$ cat config.mk
export PLATFORM = sky130hd
export DESIGN_NAME = system_reset_sequencer
export DESIGN_NICKNAME = d
export VERILOG_FILES = /design/src/hw/reset_seq_pkg.sv /design/src/hw/input_filter.sv /design/src/hw/system_reset_sequencer.sv
export SDC_FILE = /design/constraint.sdc
export NUM_CORES = 1
export LEC_CHECK = 0
export BUFFER_PORTS_ARGS = -buffer_cell sky130_fd_sc_hd__buf_4
export CAP_MARGIN = 20
export CORE_MARGIN = 2
export CORE_UTILIZATION = 35
export CTS_CLUSTER_DIAMETER = 120
export CTS_CLUSTER_SIZE = 8
export DETAILED_ROUTE_END_ITERATION = 16
export PLACE_DENSITY = 0.58
export SLEW_MARGIN = 40
export SYNTH_ARGS = -nofsm -noshare
export SYNTH_HDL_FRONTEND = slang
export SYNTH_SLANG_ARGS = --single-unit
$ cat constraint.sdc
create_clock -name ref_clk -period 2.9 [get_ports ref_clk]
set_input_delay 0.145 -clock ref_clk [delete_from_list [all_inputs] [get_ports ref_clk]]
set_output_delay 0.145 -clock ref_clk [all_outputs]
set_load 0.005 [all_outputs]
$ cat src/hw/reset_seq_pkg.sv
// constants, types and register layout of the system reset sequencer
// Contract
// - Trap conflict reset sets bit 15 of reset cause register, else it stays 0.
// - Illegal opcode, address mode or uninitialised pointer reset sets bit 14.
// - Bits 13 to 10 are unimplemented and read as zero.
// - Configuration mismatch reset sets bit 9.
// - Bit 8 keeps regulator active in sleep when 1; zero after power-on.
// - External reset pin reset sets bit 7.
// - Reset instruction sets bit 6.
// - Bit 5 enables watchdog; fuse at 1 keeps watchdog enabled regardless.
// - Watchdog time-out sets bit 4.
// - Entering sleep sets bit 3.
// - Entering idle sets bit 2.
// - Brownout sets bit 1, 1 after power-on; hold reset through 100 us extension.
// - Power-on sets bit 0; hold reset through 30 us extension after threshold.
// - Software may set or clear every flag; setting one causes no reset.
// - Power-on and brownout are cold resets; clock then comes from fuse selection.
// - Other resets are warm; clock stays the current clock selection.
// - Stay in reset until supplies stable and clock ready; no earlier execution. Code drops master_reset after the power-up timer, before clock ready.
// - Clock-ready delay per mode: startup, start-up timer, lock time as listed.
// - Start-up timer counts 1024 oscillator periods; lock time nominal 1.5 ms.
// - After brownout, power-up timer holds reset for programmed 0 to 128 ms.
// - Once clock ready, fetch starts at address 0x000000.
// - Clock monitor starts after clock ready plus at most 900 us.
// - Power-on clears all status flags except the power-on and brownout flags.
// - Reset instruction asserts reset one cycle, keeps clock, then fetches vector.
// - Watchdog flag cleared by power save, watchdog clear, power-on, brownout.
package reset_seq_pkg;

  // ****************************************************************
  // timing
  // ****************************************************************
  localparam int CLK_PERIOD_NS     = 10;
  localparam int POR_EXT_NS        = 30000;
  localparam int POR_EXT_CYCLES    = POR_EXT_NS / CLK_PERIOD_NS;
  localparam int BOR_EXT_NS        = 100000;
  localparam int BOR_EXT_CYCLES    = BOR_EXT_NS / CLK_PERIOD_NS;
  localparam int POWER_UP_TIMER_UNIT_NS      = 1000000;
  localparam int POWER_UP_TIMER_UNIT_CYCLES  = POWER_UP_TIMER_UNIT_NS / CLK_PERIOD_NS;
  localparam int LOCK_NS           = 1500000;
  localparam int LOCK_CYCLES       = LOCK_NS / CLK_PERIOD_NS;
  localparam int FAIL_SAFE_CLOCK_MONITOR_NS           = 900000;
  localparam int FAIL_SAFE_CLOCK_MONITOR_CYCLES       = FAIL_SAFE_CLOCK_MONITOR_NS / CLK_PERIOD_NS;
  localparam int OSCD_FAST_NS      = 1100;
  localparam int OSCD_FAST_CYCLES  = OSCD_FAST_NS / CLK_PERIOD_NS;
  localparam int OSCD_SLOW_NS      = 70000;
  localparam int OSCD_SLOW_CYCLES  = OSCD_SLOW_NS / CLK_PERIOD_NS;
  localparam logic [10:0] OST_PERIODS = 11'h400;
  localparam logic [7:0] POWER_UP_TIMER_MS_TABLE [8] = '{8'h00, 8'h02, 8'h04, 8'h08,
                                               8'h10, 8'h20, 8'h40, 8'h80};

  // ****************************************************************
  // register map
  // ****************************************************************
  localparam logic [1:0]  ADDR_RESET_CAUSE  = 2'h0;
  localparam logic [1:0]  ADDR_SEQ_STATUS   = 2'h1;
  localparam logic [15:0] CAUSE_WRITE_MASK  = 16'hC3FF;
  localparam logic [15:0] CAUSE_POR_VALUE   = 16'h0003;
  localparam logic [15:0] CAUSE_BOR_CLEAR   = 16'hC258;
  localparam int BIT_TRAP     = 15;
  localparam int BIT_ILLEGAL  = 14;
  localparam int BIT_CONFIG   = 9;
  localparam int BIT_REG_SLP  = 8;
  localparam int BIT_PIN      = 7;
  localparam int BIT_SOFT     = 6;
  localparam int BIT_WDT_EN   = 5;
  localparam int BIT_WDT_TO   = 4;
  localparam int BIT_SLEEP    = 3;
  localparam int BIT_IDLE     = 2;
  localparam int BIT_BOR      = 1;
  localparam int BIT_POR      = 0;
  localparam logic [23:0] RESET_VECTOR = 24'h000000;

  // ****************************************************************
  // clock selections
  // ****************************************************************
  localparam logic [2:0] SEL_FAST_RC     = 3'h0;
  localparam logic [2:0] SEL_FAST_RC_PLL = 3'h1;
  localparam logic [2:0] SEL_PRIMARY     = 3'h2;
  localparam logic [2:0] SEL_PRIMARY_PLL = 3'h3;
  localparam logic [2:0] SEL_SECONDARY   = 3'h4;
  localparam logic [2:0] SEL_LOW_POWER   = 3'h5;

  typedef enum logic [2:0] {
    ST_POR_EXT, ST_BOR_EXT, ST_POWER_UP_TIMER, ST_OSCD, ST_OST, ST_LOCK, ST_RUN, ST_WARM
  } seq_state_t;

endpackage

$ cat src/hw/input_filter.sv
// three-stage pin synchroniser with agreement filter
`timescale 1ns/1ns
module input_filter #(
  parameter int         WIDTH     = 4,
  parameter logic [3:0] RESET_VAL = 4'h0
) (
  input  wire logic             ref_clk,
  input  wire logic             reset_n,
  input  wire logic [WIDTH-1:0] pin_in,
  output logic      [WIDTH-1:0] filtered
);

  typedef struct packed {
    logic [WIDTH-1:0] stage1;
    logic [WIDTH-1:0] stage2;
    logic [WIDTH-1:0] stage3;
    logic [WIDTH-1:0] level;
  } filter_regs_t;

  filter_regs_t s;
  filter_regs_t next_s;

  always_comb begin
    next_s        = s;
    next_s.stage1 = pin_in;
    next_s.stage2 = s.stage1;
    next_s.stage3 = s.stage2;
    next_s.level  = (~(s.stage2 ^ s.stage3) & s.stage3) | ((s.stage2 ^ s.stage3) & s.level);
  end

  always_ff @(posedge ref_clk or negedge reset_n) begin
    if (!reset_n) begin
      s <= {4{RESET_VAL[WIDTH-1:0]}};
    end else begin
      s <= next_s;
    end
  end

  assign filtered = s.level;

endmodule

$ cat src/hw/system_reset_sequencer.sv
// system reset sequencer: reset merge, cold and warm sequences, reset cause register
`timescale 1ns/1ns
module system_reset_sequencer #(
  parameter int unsigned BOR_EXT_CYCLES   = reset_seq_pkg::BOR_EXT_CYCLES,
  parameter int unsigned POWER_UP_TIMER_UNIT_CYCLES = reset_seq_pkg::POWER_UP_TIMER_UNIT_CYCLES,
  parameter int unsigned LOCK_CYCLES      = reset_seq_pkg::LOCK_CYCLES,
  parameter int unsigned FAIL_SAFE_CLOCK_MONITOR_CYCLES      = reset_seq_pkg::FAIL_SAFE_CLOCK_MONITOR_CYCLES,
  parameter int unsigned OSCD_SLOW_CYCLES = reset_seq_pkg::OSCD_SLOW_CYCLES
) (
  input  wire logic        ref_clk,
  input  wire logic        reset_n,
  input  wire logic        power_on_ok,
  input  wire logic        brownout_ok,
  input  wire logic        external_reset_pin_n,
  input  wire logic        osc_clk_in,
  input  wire logic        trap_conflict,
  input  wire logic        illegal_condition,
  input  wire logic        config_mismatch,
  input  wire logic        soft_reset_exec,
  input  wire logic        watchdog_timeout,
  input  wire logic        cpu_power_saving,
  input  wire logic        sleep_entered,
  input  wire logic        idle_entered,
  input  wire logic        power_save_exec,
  input  wire logic        watchdog_clear,
  input  wire logic        watchdog_fuse_enable,
  input  wire logic [2:0]  initial_clock_select,
  input  wire logic        primary_is_external,
  input  wire logic [2:0]  power_up_delay_select,
  input  wire logic        fail_safe_enable,
  input  wire logic        clock_switch_done,
  input  wire logic [2:0]  clock_switch_select,
  input  wire logic [1:0]  reg_addr,
  input  wire logic [15:0] reg_wdata,
  input  wire logic        reg_write,
  input  wire logic        reg_read,
  output logic [15:0]      reg_rdata,
  output logic             master_reset,
  output logic             fetch_enable,
  output logic             fetch_start,
  output logic [23:0]      fetch_address,
  output logic [2:0]       current_clock_select,
  output logic             clock_monitor_enable,
  output logic             watchdog_enable,
  output logic             regulator_sleep_active
);
  import reset_seq_pkg::*;

  // ****************************************************************
  // state
  // ****************************************************************
  typedef struct packed {
    seq_state_t  state;
    logic [23:0] cnt;
    logic [10:0] ost_cnt;
    logic        osc_prev;
    logic [15:0] cause;
    logic [2:0]  clock_source;
    logic        master_reset;
    logic        fetch_enable;
    logic        fetch_start;
    logic [23:0] fetch_address;
    logic        monitor_enable;
    logic        watchdog_enable;
    logic [15:0] rd_data;
  } seq_regs_t;

  localparam seq_regs_t SEQ_RESET = '{
    state:           ST_POR_EXT,
    cnt:             24'h000000,
    ost_cnt:         11'h000,
    osc_prev:        1'b0,
    cause:           CAUSE_POR_VALUE,
    clock_source:    SEL_FAST_RC,
    master_reset:    1'b1,
    fetch_enable:    1'b0,
    fetch_start:     1'b0,
    fetch_address:   RESET_VECTOR,
    monitor_enable:  1'b0,
    watchdog_enable: 1'b1,
    rd_data:         16'h0000
  };

  seq_regs_t  s;
  seq_regs_t  next_s;
  logic [3:0] pins;
  logic       supply_por_ok;
  logic       supply_bor_ok;
  logic       pin_reset_n;
  logic       osc_level;

  // ****************************************************************
  // pin synchronisers
  // ****************************************************************
  input_filter #(
    .WIDTH     (4),
    .RESET_VAL (4'h4)
  ) u_pins (
    .ref_clk  (ref_clk),
    .reset_n  (reset_n),
    .pin_in   ({osc_clk_in, external_reset_pin_n, brownout_ok, power_on_ok}),
    .filtered (pins)
  );

  assign supply_por_ok = pins[0];
  assign supply_bor_ok = pins[1];
  assign pin_reset_n   = pins[2];
  assign osc_level     = pins[3];

  // ****************************************************************
  // decoding
  // ****************************************************************
  // returns {needs startup delay, needs start-up timer, needs lock}
  function automatic logic [2:0] clock_ready_needs(input logic [2:0] sel,
                                                   input logic       ext);
    logic [2:0] r;
    r = 3'h4;
    case (sel)
      SEL_FAST_RC_PLL: r = 3'h5;
      SEL_PRIMARY:     r = ext ? 3'h0 : 3'h6;
      SEL_PRIMARY_PLL: r = ext ? 3'h1 : 3'h7;
      SEL_SECONDARY:   r = 3'h6;
      default:         r = 3'h4;
    endcase
    return r;
  endfunction

  function automatic logic [23:0] last_count(input int unsigned cycles);
    return (cycles == 0) ? 24'h000000 : 24'(cycles - 1);
  endfunction

  // ****************************************************************
  // next state
  // ****************************************************************
  logic [2:0]  needs;
  logic [23:0] power_up_timer_target;
  logic [23:0] oscd_last;
  logic        cold_por;
  logic        cold_bor;
  logic        wdt_reset;
  logic        warm;
  logic        osc_rise;

  always_comb begin
    needs       = clock_ready_needs(s.clock_source, primary_is_external);
    power_up_timer_target = 24'(POWER_UP_TIMER_UNIT_CYCLES * int'(POWER_UP_TIMER_MS_TABLE[power_up_delay_select]));
    oscd_last   = (s.clock_source == SEL_LOW_POWER) ? last_count(OSCD_SLOW_CYCLES)
                                                    : last_count(OSCD_FAST_CYCLES);
    cold_por    = !supply_por_ok;
    cold_bor    = supply_por_ok && !supply_bor_ok;
    wdt_reset   = watchdog_timeout && !cpu_power_saving;
    warm        = !pin_reset_n || trap_conflict || illegal_condition || config_mismatch ||
                  soft_reset_exec || wdt_reset;
    osc_rise    = osc_level && !s.osc_prev;

    next_s                 = s;
    next_s.fetch_start     = 1'b0;
    next_s.osc_prev        = osc_level;
    next_s.fetch_address   = RESET_VECTOR;
    next_s.rd_data         = 16'h0000;

    // software writes; no reset follows a write
    if (reg_write && reg_addr == ADDR_RESET_CAUSE) begin
      next_s.cause = reg_wdata & CAUSE_WRITE_MASK;
    end
    if (power_save_exec || watchdog_clear) begin
      next_s.cause[BIT_WDT_TO] = 1'b0;
    end

    if (cold_por) begin
      next_s.cause          = CAUSE_POR_VALUE;
      next_s.state          = ST_POR_EXT;
      next_s.cnt            = 24'h000000;
      next_s.clock_source   = initial_clock_select;
      next_s.master_reset   = 1'b1;
      next_s.fetch_enable   = 1'b0;
      next_s.monitor_enable = 1'b0;
    end else if (cold_bor) begin
      next_s.cause          = (next_s.cause & ~CAUSE_BOR_CLEAR) | 16'h0002;
      next_s.state          = ST_BOR_EXT;
      next_s.cnt            = 24'h000000;
      next_s.clock_source   = initial_clock_select;
      next_s.master_reset   = 1'b1;
      next_s.fetch_enable   = 1'b0;
      next_s.monitor_enable = 1'b0;
    end else begin
      // hardware sets win over a software clear in the same cycle
      if (trap_conflict) begin
        next_s.cause[BIT_TRAP] = 1'b1;
      end
      if (illegal_condition) begin
        next_s.cause[BIT_ILLEGAL] = 1'b1;
      end
      if (config_mismatch) begin
        next_s.cause[BIT_CONFIG] = 1'b1;
      end
      if (!pin_reset_n) begin
        next_s.cause[BIT_PIN] = 1'b1;
      end
      if (soft_reset_exec) begin
        next_s.cause[BIT_SOFT] = 1'b1;
      end
      if (watchdog_timeout) begin
        next_s.cause[BIT_WDT_TO] = 1'b1;
      end
      if (sleep_entered) begin
        next_s.cause[BIT_SLEEP] = 1'b1;
      end
      if (idle_entered) begin
        next_s.cause[BIT_IDLE] = 1'b1;
      end
      if (clock_switch_done) begin
        next_s.clock_source = clock_switch_select;
      end

      if (warm && (s.state == ST_RUN || s.state == ST_WARM)) begin
        // warm reset keeps the running clock source
        next_s.state        = ST_WARM;
        next_s.master_reset = 1'b1;
        next_s.fetch_enable = 1'b0;
      end else begin
        case (s.state)
          ST_POR_EXT: begin
            next_s.cnt = s.cnt + 24'h000001;
            if (s.cnt >= last_count(POR_EXT_CYCLES)) begin
              next_s.state = ST_BOR_EXT;
              next_s.cnt   = 24'h000000;
            end
          end
          ST_BOR_EXT: begin
            next_s.cnt = s.cnt + 24'h000001;
            if (s.cnt >= last_count(BOR_EXT_CYCLES)) begin
              next_s.state = ST_POWER_UP_TIMER;
              next_s.cnt   = 24'h000000;
            end
          end
          ST_POWER_UP_TIMER: begin
            next_s.cnt = s.cnt + 24'h000001;
            if (s.cnt >= power_up_timer_target) begin
              next_s.state        = ST_OSCD;
              next_s.cnt          = 24'h000000;
              next_s.master_reset = 1'b0;
            end
          end
          ST_OSCD: begin
            next_s.cnt = s.cnt + 24'h000001;
            if (!needs[2] || s.cnt >= oscd_last) begin
              next_s.state   = ST_OST;
              next_s.cnt     = 24'h000000;
              next_s.ost_cnt = 11'h000;
            end
          end
          ST_OST: begin
            if (osc_rise) begin
              next_s.ost_cnt = s.ost_cnt + 11'h001;
            end
            if (!needs[1] || (osc_rise && s.ost_cnt >= OST_PERIODS - 11'h001)) begin
              next_s.state = ST_LOCK;
              next_s.cnt   = 24'h000000;
            end
          end
          ST_LOCK: begin
            next_s.cnt = s.cnt + 24'h000001;
            if (!needs[0] || s.cnt >= last_count(LOCK_CYCLES)) begin
              next_s.state        = ST_RUN;
              next_s.cnt          = 24'h000000;
              next_s.fetch_enable = 1'b1;
              next_s.fetch_start  = 1'b1;
            end
          end
          ST_RUN: begin
            if (fail_safe_enable && !s.monitor_enable) begin
              next_s.cnt = s.cnt + 24'h000001;
              if (s.cnt >= last_count(FAIL_SAFE_CLOCK_MONITOR_CYCLES)) begin
                next_s.monitor_enable = 1'b1;
              end
            end
          end
          ST_WARM: begin
            next_s.state        = ST_RUN;
            next_s.master_reset = 1'b0;
            next_s.fetch_enable = 1'b1;
            next_s.fetch_start  = 1'b1;
          end
          default: begin
            next_s.state = ST_POR_EXT;
            next_s.cnt   = 24'h000000;
          end
        endcase
      end
    end

    next_s.watchdog_enable = watchdog_fuse_enable || next_s.cause[BIT_WDT_EN];

    // ****************************************************************
    // register read port
    // ****************************************************************
    if (reg_read) begin
      case (reg_addr)
        ADDR_RESET_CAUSE: next_s.rd_data = s.cause & CAUSE_WRITE_MASK;
        ADDR_SEQ_STATUS:  next_s.rd_data = {9'h000, s.clock_source, s.monitor_enable,
                                            s.fetch_enable, s.master_reset,
                                            1'b0};
        default:          next_s.rd_data = 16'h0000;
      endcase
    end
  end

  // ****************************************************************
  // registers
  // ****************************************************************
  always_ff @(posedge ref_clk or negedge reset_n) begin
    if (!reset_n) begin
      s <= SEQ_RESET;
    end else begin
      s <= next_s;
    end
  end

  assign reg_rdata              = s.rd_data;
  assign master_reset           = s.master_reset;
  assign fetch_enable           = s.fetch_enable;
  assign fetch_start            = s.fetch_start;
  assign fetch_address          = s.fetch_address;
  assign current_clock_select   = s.clock_source;
  assign clock_monitor_enable   = s.monitor_enable;
  assign watchdog_enable        = s.watchdog_enable;
  assign regulator_sleep_active = s.cause[BIT_REG_SLP];

endmodule

==> impl_metrics.tcl, run 1 <==
set metrics [dict create \
    antenna_found_initial 0 \
    pre_cts_slack_ns -2.33 \
    cp_common_cell "ha_4" \
    port_buffers 65 \
    clk_latency_ns 0.35 \
    critPathSlowestCell "fa_1" \
    clockBufferDepth 2 \
    worst_ir_drop_vdd_uv 352 \
    cp-start-kind "primary input" \
    synth_edf_count 0 \
    gp_congestion 0.881 \
    async_flop_share 1.00 \
    nets 947 \
    grt_max_degree 58 \
    hold_slack_ns 0.0140 \
    status "finished with violations" \
    synthFlopType "dfrtp_1" \
    r2r_setup_slack_ns -0.14 \
    cts_sinks 87 \
    holdPathStages 3 \
    violations "setup timing" \
    cts-root-buf "clkbuf_16" \
    synth_top_family_by_area "simple AND/OR/NAND/NOR gates" \
    required_ns 3.14 \
    yosys.area.top_type "dfrtp_1" \
    coreArea_mm2 0.0179 \
    worst-path-max-fanout 7 \
    num_rows 49 \
    regToRegStartpoint "current_clock_select[1]" \
    critPathKind "primary input to register" \
    drive_gt1_frac 0.301 \
    min_period_ns 4.60 \
    tritoncts "yes" \
    crit_path_end_kind "register" \
    p_clk_frac 0.351 \
    synth_top_cell_area_share 0.311 \
    syn_area_per_cell_um2 9.04 \
    final_area_mm2 0.00818 \
    layout_setup_ws_ns -1.70 \
    layout_common_cells "buf_4 (153), dfrtp_1 (79), nand2_1 (61)" \
    initial_utilization 0.355 \
    worst_pin_slew_ns 0.616 \
    wl_per_cell_um 15.3 \
    rsz0062_at_grt "true" \
    antenna_cells 0 \
    synthDistinctLibCells 68 \
    synth_xor_xnor_area_share 0.0207 \
    synth_area_mm2 0.00635 \
    comb_power_share 0.243 \
    maxClockFrequency_mhz 217 \
    powerDensity_mw_per_mm2 393 \
    p_int_mw 2.26 \
    final_common_cell "buf_4" \
    dr_total_vias 5494 \
    drt_wl_total_um 16400 \
    leakagePower_nw 3.73 \
    chipHeight_um 139 \
    htreeDepth 3 \
    worstHoldEndpoint "s[51]" \
    die_w_um 139 \
    drv_cap 0 \
    syn-instance-count 702 \
    clock_skew_ns 0.00936 \
    ys_warn_count 0 \
    synth_compound_area_frac 0.168 \
    cpPeakStageDelay_ns 0.54 \
    slew_headroom 0.587 \
    min_path_type "primary input to register" \
    synth_area_leaders "dfrtp_1 (31%), ha_1 (11%), buf_4 (5.1%)" \
    power_switching_uw 959 \
    synthAdderAreaFrac 0.136 \
    firstDrtPassIters 7 \
    area_delta_synth_final_pct 28.8 \
    yosysSeqAreaShare 0.345 \
    min_from "sleep_entered" \
    timing.final.max_slew_violations 0 \
    r2r_cells 12 \
    grt_pass1_wl_um 26400 \
    setup_violations 28 \
    ys_ff_latch 87 \
    first_global_vias 5196 \
    placedInstanceArea_mm2 0.00764 \
    drt_iter0_drc 325 \
    viasPerCell 5.14 \
    cts_inserted_buffers 9 \
    p_total_mw 3.22 \
    track_usage 0.169 \
    synthMuxAreaShare 0.0284 \
    synth-simple-area-share 0.206 \
    finalSetupTns_ns -45.34 \
    drcViolationCount 0 \
    clk_pin_slew_ns 0.07 \
    swShare 0.298 \
    arrival_ns 4.84 \
    overflow 0 \
    fp.dieArea_mm2 0.0192 \
    drtAntennaViolNets 0 \
    fin_crit_sh 1.59 \
    reg2reg_to "s[102]" \
    power_frac_seq 0.406 \
    dp_hpwl_um 12600 \
    ios 98 \
    finalHoldViolations 0 \
]
## routing by layer
| metal | up-vias | GRT usage | wire length (um) |
|---|---|---|---|
| met4 | 0 | 0.0457 | 348 |
| met1 | 2610 | 0.240 | 7900 |
| met5 | - | 0 | 0 |
| met2 | 118 | 0.260 | 7450 |
| li1 | 2741 | - | - |
| met3 | 25 | 0.0404 | 661 |
## worst max-delay path: cells and delay by family
kind	cells	cell delay [ns]
adder cells (fa/ha/maj)	6	1.74
AND/OR/NAND/NOR	7	1.31
AO/OA/AOI/OAI	8	1.30
XOR/XNOR	1	0.15
buffers and inverters	3	0.18
## registers in the layout, indices dropped and copies added, names as in the netlist, named ones only
name                    count
s                          50
reg_rdata                  12
u_pins.next_s               8
u_pins.s                    4
current_clock_select        3
clock_monitor_enable        1
fetch_enable                1
fetch_start                 1
master_reset                1
regulator_sleep_active      1
watchdog_enable             1
## synthesized netlist by cell type (all sizes together), types with 4 or more instances
library cell  count
o21ai            26
xor2              5
nand2            62
or2               9
a2111oi           5
nor4             11
xnor2            10
nand2b            9
or3              11
and2              9
or3b              4
nor4b             4
maj3              4
buf              48
dfstp             8
a211oi            9
o2bb2ai          11
o21a              5
clkbuf           32
nor3             20
a21oi            29
nand4            12
nor2b            14
o221ai            4
inv              34
nor2             44
dfrtp            79
fa                5
o211ai           14
o2111ai          13
mux2i            18
and3              6
nand3            21
ha               58
## stage by stage
step,utilization,std cells
6_report,0.457,1069
5_1_grt,0.457,1069
4_1_cts,0.455,1068
3_5_place_dp,0.427,1040
3_3_place_gp,0.427,1040
2_1_floorplan,-,736
## logic make-up (layout without fill, tap and decap cells)
family | Yosys count | in the layout
other | 2 | 36
AO/OA/AOI/OAI | 148 | 148
buffers and inverters | 114 | 218
flip-flops | 87 | 87
XOR/XNOR | 15 | 15
multiplexers | 18 | 18
AND/OR/NAND/NOR | 251 | 251
adder cells (fa/ha/maj) | 67 | 67
## worst max-delay path by stage
stage / startpoint / to
final: power_up_delay_select[2] / s[102]
after global routing: power_up_delay_select[2] / s[79]
after CTS: power_up_delay_select[2] / s[102]
after detailed placement: power_up_delay_select[2] / s[90]
after global placement: power_up_delay_select[2] / s[90]
after floorplan: power_up_delay_select[0] / s[102]
## timing repair
action,CTS,global route
pin swaps,19,11
resized for setup,26,6
gates cloned,1,0
hold endpoints to repair,54,0
endpoints found under the setup margin,28,28
hold buffers,6,0
buffers inserted,7,2
## area by class of cell
cell class / count / area (um2)
Inverter: 34 / 128
Sequential cell: 87 / 2190
Tap cell: 229 / 287
Multi-Input combinational cell: 535 / 3940
Clock inverter: 6 / 50.0
Timing Repair Buffer: 168 / 1340
Fill cell: 1735 / 9730
Clock buffer: 10 / 239
## power by group through the flow
stage	clock, mW	combinational (mW)	sequential [mW]
2_1_floorplan	0	0.474	1.32
3_3_place_gp	0	0.730	1.33
3_5_place_dp	0	0.735	1.33
4_1_cts	1.17	0.775	1.31
5_1_grt	1.22	0.867	1.31
6_report	1.13	0.780	1.31
No activity file was read; power rests on OpenSTA's default activity.
==> inputs of run 2 (changes only) <==
Settings changed: PLACE_DENSITY 0.58 to 0.67.
==> run 2 against run 1 <==
The run still ends with setup timing left. Sequential share of layout area decreased by 0.73 points. Power increased by 6.4%. Highest routed layer unchanged. Largest cell class unchanged. Critical path type unchanged. Sequential power about the same. Largest power group unchanged.
==> impl_metrics.tcl, run 2 (synthesis results as in run 1) <==
set metrics [dict create \
    clockBufferDepth 2 \
    cp-start-kind "primary input" \
    track_usage 0.175 \
    rsz0062_at_grt "true" \
    largest_reg_flops 50 \
    setup_violations 28 \
    num-fill-cells 1658 \
    largest_register "s" \
    worst_pin_slew_ns 0.740 \
    overflow 0 \
    maxClockFrequency_mhz 212 \
    worst_ir_drop_vdd_uv 282 \
    initial_utilization 0.355 \
    clock_skew_ns 0.00797 \
    drive_gt1_frac 0.320 \
    num_rows 49 \
    grt_pass1_wl_um 27700 \
    viasPerCell 5.20 \
    crit_path_end_kind "register" \
    arrival_ns 4.94 \
    gp_congestion 0.885 \
    nets 964 \
    clk_pin_slew_ns 0.06 \
    drcViolationCount 0 \
    die_w_um 139 \
    min_path_type "primary input to register" \
    critPathKind "primary input to register" \
    antenna_cells 0 \
    required_ns 3.13 \
    pre_cts_slack_ns -2.38 \
    port_buffers 65 \
    dr_total_vias 5648 \
    slew_headroom 0.504 \
    dp_hpwl_um 12400 \
    fp.dieArea_mm2 0.0192 \
    grt_max_degree 69 \
    violations "setup timing" \
    coreArea_mm2 0.0179 \
    postLayoutCoreUtil 0.470 \
    cts_sinks 87 \
    htreeDepth 3 \
    worst-path-max-fanout 6 \
    finalHoldViolations 0 \
    status "finished with violations" \
    leakagePower_nw 3.85 \
    cts-root-buf "clkbuf_16" \
    chipHeight_um 139 \
    fin_crit_sh 1.62 \
    min_period_ns 4.71 \
    drv_cap 0 \
    area_delta_synth_final_pct 32.4 \
    powerDensity_mw_per_mm2 407 \
    drt_iter0_drc 434 \
    final_common_cell "buf_4" \
    ios 98 \
    firstDrtPassIters 5 \
    tritoncts "yes" \
    clk_latency_ns 0.34 \
    drt_wl_total_um 16800 \
    drtAntennaViolNets 0 \
    wl_per_cell_um 15.5 \
    layout_common_cells "buf_4 (165), dfrtp_1 (79), nand2_1 (59)" \
    antenna_found_initial 0 \
    first_global_vias 5450 \
    p_total_mw 3.42 \
    cts_inserted_buffers 9 \
    timing.final.max_slew_violations 0 \
    layout_setup_ws_ns -1.81 \
]
run 2: power breakdown:
group | leakage [nW] | total, mW | internal, mW | switching (mW)
Combinational | 2.55 | 0.858 | 0.411 | 0.446
Clock | 0.163 | 1.27 | 0.782 | 0.483
Sequential | 1.14 | 1.30 | 1.27 | 0.0302
Total | 3.85 | 3.42 | 2.46 | 0.960
run 2: final cells by class:
cell class                      instances  area, um2  share of cell area
Clock buffer                           10        239              0.0284
Clock inverter                          6       91.3              0.0109
Inverter                               34        128              0.0152
Multi-Input combinational cell        537       4020               0.478
Sequential cell                        87       2190               0.260
Tap cell                              229        287              0.0341
Timing Repair Buffer                  183       1450               0.173
run 2: worst paths after layout:
kind,startpoint,cells after the start,slack [ns],end
max,power_up_delay_select[2],26,-1.81,s[87]
min,initial_clock_select[2],3,0.02,current_clock_select[2]
max reg2reg,current_clock_select[0],12,-0.26,s[87]
min reg2reg,u_pins.next_s[8],0,0.35,u_pins.next_s[4]
max in group asynchronous,reset_n,3,1.88,async pin
min in group asynchronous,reset_n,2,0.35,u_pins.next_s[11]
run 2: routing by layer:
metal | GRT usage | up-vias | share of wire
met2 | 0.278 | 170 | 0.47
met5 | 0 | - | 0
met4 | 0.0457 | 0 | 0.017
met3 | 0.0349 | 23 | 0.061
li1 | - | 2777 | -
met1 | 0.246 | 2678 | 0.46
run 2: timing repair:
action	4_1_cts	5_1_grt
hold endpoints to repair	68	0
resized for setup	25	18
setup buffers	11	5
pin swaps	13	9
hold buffers	6	0
cloned	2	0
setup endpoints to repair	28	39
run 2: critical path: stages:
cell and delay, ns:
buf_8 0.10, nor2b_4 0.12, nand2_2 0.06, inv_2 0.04, ha_4 0.15, xor2_1 0.16
ha_2 0.30, fa_1 0.54, ha_4 0.21, ha_4 0.27, inv_2 0.03, a211oi_2 0.15
o21a_1 0.15, o21a_1 0.15, o21ai_2 0.09, nor4b_2 0.30, nor4_2 0.08, ha_1 0.33
a21oi_2 0.15, o21ai_2 0.10, a2111oi_4 0.40, a31oi_4 0.15, o21ba_4 0.36, buf_6 0.12
o2111ai_1 0.12, o211ai_1 0.15
run 2: per-stage QoR:
stage | cells | hold WS, ns | setup TNS [ns] | cell area [um2]
2_1_floorplan | 736 | -0.151 | -40.19 | 6680
3_3_place_gp | 1046 | 0.253 | -59.90 | 7680
3_5_place_dp | 1046 | 0.199 | -63.25 | 7680
4_1_cts | 1081 | 0.0164 | -45.55 | 8290
5_1_grt | 1086 | 0.0320 | -54.05 | 8410
6_report | 1086 | 0.0173 | -48.06 | 8410
